## config.mk

```make
export PLATFORM = sky130hd
export DESIGN_NAME = vid_reference_update
export DESIGN_NICKNAME = d
export VERILOG_FILES = /design/src/hw/vid_reference_update.v /design/src/hw/phase_timebase.v
export VERILOG_INCLUDE_DIRS = /design/src /design/src/hw
export SDC_FILE = /design/constraint.sdc
export NUM_CORES = 1
export LEC_CHECK = 0
export BUFFER_PORTS_ARGS = -buffer_cell sky130_fd_sc_hd__buf_4
export CAP_MARGIN = 30
export CELL_PAD_IN_SITES_DETAIL_PLACEMENT = 1
export CELL_PAD_IN_SITES_GLOBAL_PLACEMENT = 1
export CORE_UTILIZATION = 48
export DETAILED_ROUTE_END_ITERATION = 8
export PLACE_DENSITY_LB_ADDON = 0.1
export SYNTH_ARGS = -nofsm -noshare
export SYNTH_HDL_FRONTEND = slang
export SYNTH_SLANG_ARGS = --single-unit
```

## constraint.sdc

```tcl
create_clock -name mclk -period 2.25 [get_ports mclk]
set_clock_uncertainty 0.05 [all_clocks]
set_input_delay 0.1125 -clock mclk [delete_from_list [all_inputs] [get_ports mclk]]
set_output_delay 0.1125 -clock mclk [all_outputs]
set_load 0.005 [all_outputs]
```

## src/hw/vid_reference_update_map.vh

```
`ifndef VID_REFERENCE_UPDATE_MAP_VH
`define VID_REFERENCE_UPDATE_MAP_VH

// ----------------------------------------------------------------------
// Reference encoding, in 12.5 mV steps
// ----------------------------------------------------------------------
`define REF_W 8
`define FINE_BASE 8'h95
`define COARSE_BASE 8'h94
`define REF_RESET 8'h00
`define REF_STEP 8'h01

// ----------------------------------------------------------------------
// No-load codes
// ----------------------------------------------------------------------
`define NOLOAD_FINE_A 6'h3f
`define NOLOAD_FINE_B 6'h3e
`define NOLOAD_COARSE 5'h1f

// ----------------------------------------------------------------------
// Timing counts
// ----------------------------------------------------------------------
`define PHASE_DIV 120
`define SAMPLES_PER_PHASE 6
`define VALID_SAMPLES 2'h3
`define SHUTDOWN_DELAY 2'h2

`endif

```

## src/hw/vid_reference_update.v

```verilog
// Functional notes
// Fine mode: six-bit code, 12.5 mV per step
// Fine mode: sample code six times per cycle
// Fine mode: accept after three equal samples
// Fine mode: apply validated code directly, no slew
// Processor changes fine code one step only
// Coarse mode accepts multi-step code jumps
// Coarse: wait half cycle, slew 12.5 mV/cycle
// Coarse recognition may lag one full cycle
// No-load codes: shutdown after two cycles
// Mode fixed at start; phase clock times all
`timescale 1ns/1ps
`include "vid_reference_update_map.vh"

module vid_reference_update #(
	parameter PHASE_DIV = `PHASE_DIV
) (
	input wire mclk,
	input wire nrst,
	input wire fine_mode,
	input wire code_bit_msb,
	input wire code_bit_3,
	input wire code_bit_2,
	input wire code_bit_1,
	input wire code_bit_lsb,
	input wire code_half_step_bit,
	output reg [`REF_W-1:0] decoded_reference_level,
	output reg shutdown,
	output reg restart_soft_start,
	output wire phase_clk
);
	// ------------------------------------------------------------------
	// Reset release and mode capture
	// ------------------------------------------------------------------
	reg rst_a_q;
	reg rst_b_q;
	wire rst_n;
	reg mode_cap_q;
	reg fine_q;

	always @(posedge mclk or negedge nrst) begin
		if (!nrst) begin
			rst_a_q <= 1'b0;
			rst_b_q <= 1'b0;
		end else begin
			rst_a_q <= 1'b1;
			rst_b_q <= rst_a_q;
		end
	end
	assign rst_n = rst_b_q;

	// The mode pin is a strap: later changes are ignored on purpose.
	always @(posedge mclk or negedge rst_n) begin
		if (!rst_n) begin
			mode_cap_q <= 1'b0;
			fine_q <= 1'b0;
		end else if (!mode_cap_q) begin
			mode_cap_q <= 1'b1;
			fine_q <= fine_mode;
		end
	end

	// ------------------------------------------------------------------
	// Timebase
	// ------------------------------------------------------------------
	wire phase_tick;
	wire half_tick;
	wire sample_tick;

	phase_timebase #(
		.PHASE_DIV(PHASE_DIV),
		.SAMPLES(`SAMPLES_PER_PHASE)
	) u_timebase (
		.mclk(mclk),
		.rst_n(rst_n),
		.phase_tick(phase_tick),
		.half_tick(half_tick),
		.sample_tick(sample_tick)
	);
	// High while held in reset too, since the counter rests at zero.
	assign phase_clk = phase_tick;

	// ------------------------------------------------------------------
	// Decoding
	// ------------------------------------------------------------------
	function [`REF_W-1:0] ref_of;
		input fine;
		input [5:0] code;
		begin
			if (fine)
				ref_of = `FINE_BASE - {2'h0, code};
			else
				ref_of = `COARSE_BASE - {2'h0, code[5:1], 1'b0};
		end
	endfunction

	function is_noload;
		input fine;
		input [5:0] code;
		begin
			if (fine)
				is_noload = (code == `NOLOAD_FINE_A) ||
					(code == `NOLOAD_FINE_B);
			else
				is_noload = (code[5:1] == `NOLOAD_COARSE);
		end
	endfunction

	// One step per call keeps the coarse ramp at one 12.5 mV step, half a coarse code, per cycle.
	function [`REF_W-1:0] step_toward;
		input [`REF_W-1:0] cur;
		input [`REF_W-1:0] tgt;
		begin
			if (cur < tgt)
				step_toward = cur + `REF_STEP;
			else if (cur > tgt)
				step_toward = cur - `REF_STEP;
			else
				step_toward = cur;
		end
	endfunction

	wire [5:0] code_in;
	assign code_in = {code_bit_msb, code_bit_3, code_bit_2, code_bit_1,
		code_bit_lsb, code_half_step_bit};

	// ------------------------------------------------------------------
	// Code acceptance and reference update
	// ------------------------------------------------------------------
	reg [5:0] cand_q;
	reg [1:0] cnt_q;
	reg [5:0] acc_q;
	reg new_q;
	reg wait_q;
	reg [1:0] nl_cnt_q;
	wire [5:0] coarse_in;
	wire [`REF_W-1:0] target;
	wire acc_noload;

	// In coarse mode the half-step pin carries no weight.
	assign coarse_in = {code_in[5:1], 1'b0};
	assign target = ref_of(fine_q, acc_q);
	assign acc_noload = is_noload(fine_q, acc_q);

	always @(posedge mclk or negedge rst_n) begin
		if (!rst_n) begin
			cand_q <= `NOLOAD_FINE_A;
			cnt_q <= 2'h0;
			acc_q <= `NOLOAD_FINE_A;
			new_q <= 1'b0;
			wait_q <= 1'b0;
			nl_cnt_q <= 2'h0;
			decoded_reference_level <= `REF_RESET;
			shutdown <= 1'b1;
			restart_soft_start <= 1'b0;
		end else begin
			new_q <= 1'b0;
			restart_soft_start <= 1'b0;
			if (!mode_cap_q) begin
				cnt_q <= 2'h0;
			end else if (fine_q) begin
				if (sample_tick) begin
					if (code_in == acc_q) begin
						cnt_q <= 2'h0;
					end else if (code_in != cand_q || cnt_q == 2'h0) begin
						cand_q <= code_in;
						cnt_q <= 2'h1;
					end else if (cnt_q + 2'h1 == `VALID_SAMPLES) begin
						acc_q <= code_in;
						new_q <= 1'b1;
						cnt_q <= 2'h0;
					end else begin
						cnt_q <= cnt_q + 2'h1;
					end
				end
			end else if (phase_tick && coarse_in != acc_q) begin
				// Once per cycle, so a change may wait a full cycle.
				acc_q <= coarse_in;
				new_q <= 1'b1;
			end

			// Reference tracks the accepted code while running.
			if (!shutdown && !acc_noload) begin
				if (fine_q) begin
					if (new_q)
						decoded_reference_level <= target;
				end else begin
					if (new_q)
						wait_q <= 1'b1;
					if (half_tick && (wait_q || new_q) &&
						decoded_reference_level != target) begin
						decoded_reference_level <= step_toward(
							decoded_reference_level, target);
					end else if (half_tick && !new_q &&
						decoded_reference_level == target) begin
						wait_q <= 1'b0;
					end
				end
			end

			// No-load handling and restart.
			if (acc_noload) begin
				wait_q <= 1'b0;
				if (!shutdown && phase_tick) begin
					if (nl_cnt_q + 2'h1 == `SHUTDOWN_DELAY)
						shutdown <= 1'b1;
					else
						nl_cnt_q <= nl_cnt_q + 2'h1;
				end
			end else begin
				nl_cnt_q <= 2'h0;
				if (shutdown && mode_cap_q) begin
					// Soft-start ramps from here, so load the level directly.
					shutdown <= 1'b0;
					restart_soft_start <= 1'b1;
					decoded_reference_level <= target;
				end
			end
		end
	end
endmodule // vid_reference_update

```

## src/hw/phase_timebase.v

```verilog
`timescale 1ns/1ps
`include "vid_reference_update_map.vh"

module phase_timebase #(
	parameter PHASE_DIV = `PHASE_DIV,
	parameter SAMPLES = `SAMPLES_PER_PHASE
) (
	input wire mclk,
	input wire rst_n,
	output wire phase_tick,
	output wire half_tick,
	output wire sample_tick
);
	localparam SUB_DIV = PHASE_DIV / SAMPLES;
	localparam [31:0] LAST_W = PHASE_DIV - 1;
	localparam [31:0] HALF_W = PHASE_DIV / 2;
	localparam [31:0] SUB_LAST_W = SUB_DIV - 1;
	localparam [15:0] LAST = LAST_W[15:0];
	localparam [15:0] HALF = HALF_W[15:0];
	localparam [15:0] SUB_LAST = SUB_LAST_W[15:0];

	reg [15:0] cyc_q;
	reg [15:0] sub_q;

	// ------------------------------------------------------------------
	// Switching cycle and sampling counters
	// ------------------------------------------------------------------
	// Both counters restart together so six samples land in every cycle.
	always @(posedge mclk or negedge rst_n) begin
		if (!rst_n) begin
			cyc_q <= 16'h0000;
			sub_q <= 16'h0000;
		end else begin
			if (cyc_q == LAST) begin
				cyc_q <= 16'h0000;
				sub_q <= 16'h0000;
			end else begin
				cyc_q <= cyc_q + 16'h0001;
				sub_q <= (sub_q == SUB_LAST) ? 16'h0000 : sub_q + 16'h0001;
			end
		end
	end

	assign phase_tick = (cyc_q == 16'h0000);
	assign half_tick = (cyc_q == HALF);
	assign sample_tick = (sub_q == 16'h0000);
endmodule // phase_timebase

```

==> out/qor_table.md <==
| Metric | This run |
|:---|:---|
| Library cell with the largest summed area after synthesis | sky130_fd_sc_hd__dfrtp_1 |
| Worst vdd rail ir drop | 398 uV |
| Effective utilization at floorplan | 49.7% |
| Clock-pin slew of the registers on the worst-case setup and hold paths | 90 ps |
| Final number of hold-violating endpoints | 0 |
| Post-synthesis cell area | 3860 um^2 |
| Routed WL | 18900 um |
| Post-route total power | 4.11 mW |
| Hold Path End | cand_q[2]$_DFFE_PN1P_ |
| Element type at the critical path end | register |
| Maxcap violations | 0 |
| Count of flip-flops with a built-in enable after synthesis | 0 |
| Actual slew at the worst max-slew pin | 750 ps |
| Fraction of the yosys area taken by sequential cells | 41.9% |
| R2r setup slk | -1070 ps |
| Peak clock frequency supported by timing | 301 MHz |
| Deepest clock path buffer count | 2 |
| Area fraction in compound gates after synthesis | 12.4% |
| Time the final worst path needs with I/O delays and setup | 3320 ps |
| Wire length of the first global-routing pass | 24400 um |
| Input/output buffers | 19 |
| Die X-Extent | 91.6 um |
| Root Buffer Master | sky130_fd_sc_hd__clkbuf_8 |
| Top FF cell, synth | sky130_fd_sc_hd__dfrtp_1 |
| Inserted Clock Buffers | 9 |
| Status | finished, violations left |
| Category of the most critical setup path | reg -> reg |
| Post-route clock period utilization | 148% |
| Count of pins over their slew limit | 0 |
| Setup Slack @ Placement | -618 ps |
| Leading cell type in the layout, fill and taps excluded | sky130_fd_sc_hd__buf_4 |
| Yosys reg bits | 64 |
| TritonCTS clock tree | yes |
| Highest-delay cell along the critical path | sky130_fd_sc_hd__dfstp_2 |
| Worst EP arrival | 3520 ps |
| Capture point of the worst reg-to-reg path | decoded_reference_level[4]$_DFF_PN0_ |
| Final worst setup slack | -1070 ps |
| Failing checks | setup timing |
| Most frequent cells in the layout | sky130_fd_sc_hd__buf_4 (101), sky130_fd_sc_hd__dfrtp_1 (50), sky130_fd_sc_hd__nor2_1 (37) |
| Share of cell area taken by muxes after synthesis | 6.13% |
| Number of placement rows | 32 |
| DRC viols | 0 |
| YS warnings | 0 |
| Cell-by-cell trace of the critical path | ha_4 > o21ai_4 > xor2_2 > ha_1 > nand4_1 > nor2_2 > or4_4 > a21oi_4 > a21boi_4 > o21ai_2 > a311oi_1 |
| Die Area | 8400 um^2 |
| RD Place Congestion | 0.939 |
| Cells after Synth | 407 |
| Combinational family with the most area after synthesis | simple AND/OR/NAND/NOR gates |
| Number of setup violations in the final report | 47 |
| Initial antenna violation count | 0 |
| Clock latency on the worst-skew pair | 370 ps |
| GR Overflow Total | 0 |
| Worst hold path cell count | 2 |
| Xor/xnor cell area share of the yosys netlist | 9.31% |
| Total Nets Final | 556 |
| Slew headroom | 50.0% |
| Final Instance Area | 5440 um^2 |
| Setup repair after global routing missed its margin | yes |
| Vias per cell | 6.69 |
| Via count of the first global-routing pass | 4392 |
| Layout fillers | 834 |
| Pin count of the biggest net entering global routing | 28 |
| Layout overhead on the synthesized area | 41.1% |
| Synth area leaders | sky130_fd_sc_hd__dfrtp_1 (33%), sky130_fd_sc_hd__dfstp_2 (8.9%), sky130_fd_sc_hd__ha_1 (5.5%), sky130_fd_sc_hd__xor2_1 (5.0%), sky130_fd_sc_hd__xnor2_1 (4.3%) |
| Standard cell core area | 7770 um^2 |
| DPL Wire Length | 8740 um |
| Launch point of the worst path | acc_q[2]$_DFFE_PN1P_ |
| Share of the synthesized area in the top cell type | 33.1% |
| Worst Min Path Start | code_bit_1 |
| Critical path startpoint category | register |
| Number of H-tree branching levels | 3 |
| Required time of the critical path | 2450 ps |
| Number of DRC markers in iteration 0 | 325 |
| Path class of the lowest-slack min-delay path | in -> reg |
| Simple-gate share of the synthesized area | 21.2% |
| Total number of clock tree sinks | 64 |
| Remaining antenna violation count | 0 |
| Power density over the cells | 755 nW/um^2 |
| Overall Global Routing Usage | 38.6% |
| Launching point of the worst reg2reg path | acc_q[2]$_DFFE_PN1P_ |
| Leakage power summed over all cells | 2.45 nW |
| Fraction of registers with async set/reset | 100% |
| Diode insertion count for antenna repair | 0 |
| Worst hold slack | 0.320 ps |
| Placement-stage cell area | 4710 um^2 |
| Vias | 4262 |
| Critical Path Max Stage Delay | 640 ps |
| Average wire length per cell after detail routing | 29.6 um |
| Die Span Y | 91.6 um |
| Average size of a mapped cell | 9.48 um^2 |
| Drt pass-1 iters | 5 |
| Number of distinct library cell variants in the gate-level netlist after synthesis | 56 |
| Synth Area in Adders | 5.51% |
| Ratio of cells with drive above 1 in the final layout | 38.3% |
| Crit path max fanout | 5 |
| Finished Core Util | 70.1% |
| Count of cells along the worst register-to-register path | 11 |
| Total I/O pin count | 20 |
-- kinds of logic (layout without fill, tap and decap cells) --
family	after synthesis	in the layout
compound gates	71	71
xor+xnor	41	41
fa+ha+maj	17	17
buf+inv	30	157
flops	64	64
mux	22	22
other cells	1	2
simple gates	161	161
-- power breakdown --
part	switching, mW	total, mW	internal, mW
clock	0.554	0.988	0.434
combinational	0.998	1.76	0.757
sequential	0.115	1.37	1.25
-- cells in the mapped netlist, types with 10 or more instances --
library cell and number:
sky130_fd_sc_hd__mux2_1 11, sky130_fd_sc_hd__ha_1 17, sky130_fd_sc_hd__nand4_1 17, sky130_fd_sc_hd__o21ai_0 10
sky130_fd_sc_hd__inv_1 15, sky130_fd_sc_hd__xor2_1 22, sky130_fd_sc_hd__a21oi_1 19, sky130_fd_sc_hd__nor3_1 11
sky130_fd_sc_hd__xnor2_1 19, sky130_fd_sc_hd__nor2_1 44, sky130_fd_sc_hd__dfrtp_1 51, sky130_fd_sc_hd__nand3_1 17
sky130_fd_sc_hd__nand2_1 28, sky130_fd_sc_hd__dfstp_2 13
-- repair_timing --
item,4_1_cts,5_1_grt
gates resized for setup,45,31
endpoints found under the hold margin,12,0
endpoints found under the setup margin,38,47
buffers inserted,15,3
pin swaps,22,8
hold buffers,7,0
-- how the worst max path moves through the flow --
stage / end / slack (ps) / depth (start not counted)
floorplan: decoded_reference_level[1]$_DFF_PN0_ / -460 / 8
global placement: decoded_reference_level[4]$_DFF_PN0_ / -450 / 7
detailed placement: decoded_reference_level[4]$_DFF_PN0_ / -620 / 11
CTS: decoded_reference_level[4]$_DFF_PN0_ / -630 / 11
global route: decoded_reference_level[4]$_DFF_PN0_ / -1130 / 11
finish: decoded_reference_level[4]$_DFF_PN0_ / -1070 / 11
-- critical path: cells and delay by family (launching register included) --
family                   cells  cell delay, ps
AND/OR/NAND/NOR              3             880
flip-flops                   1             640
adder cells (fa/ha/maj)      2             530
XOR/XNOR                     1             190
AO/OA/AOI/OAI                5             900
-- registers in the layout, summed over array words and instances, names as in the netlist --
| register | count |
|---|---|
| u_timebase.cyc_q | 16 |
| u_timebase.sub_q | 16 |
| decoded_reference_level | 8 |
| acc_q | 6 |
| cand_q | 6 |
| cnt_q | 2 |
| nl_cnt_q | 2 |
| fine_q | 1 |
| mode_cap_q | 1 |
| new_q | 1 |
| restart_soft_start | 1 |
| rst_a_q | 1 |
| rst_b_q | 1 |
| shutdown | 1 |
| wait_q | 1 |
-- layout make-up --
type / instances / area, um^2 / area share (%)
flip-flops and latches: 64 / 1620 / 29.7
clock buffers: 10 / 138 / 2.53
well taps: 102 / 128 / 2.34
repair buffers: 124 / 1020 / 18.8
inverters: 17 / 63.8 / 1.17
clock inverters: 6 / 43.8 / 0.805
multi-input cells: 314 / 2430 / 44.6
-- per-layer routing --
layer	wire, um	vias to the layer above	GRT usage (%)
met3	1450	142	7.05
met4	1500	0	22.8
met5	0	-	0
met2	9010	304	66.2
met1	6910	2118	45.1
li1	-	1698	-
-- stage by stage --
stage / std cells / setup TNS (ps)
after floorplan: 408 / -6760
after global placement: 598 / -6500
after detailed placement: 598 / -7780
after CTS: 634 / -9530
after global routing: 637 / -15060
final: 637 / -13070
(Power assumes the default switching activity.)
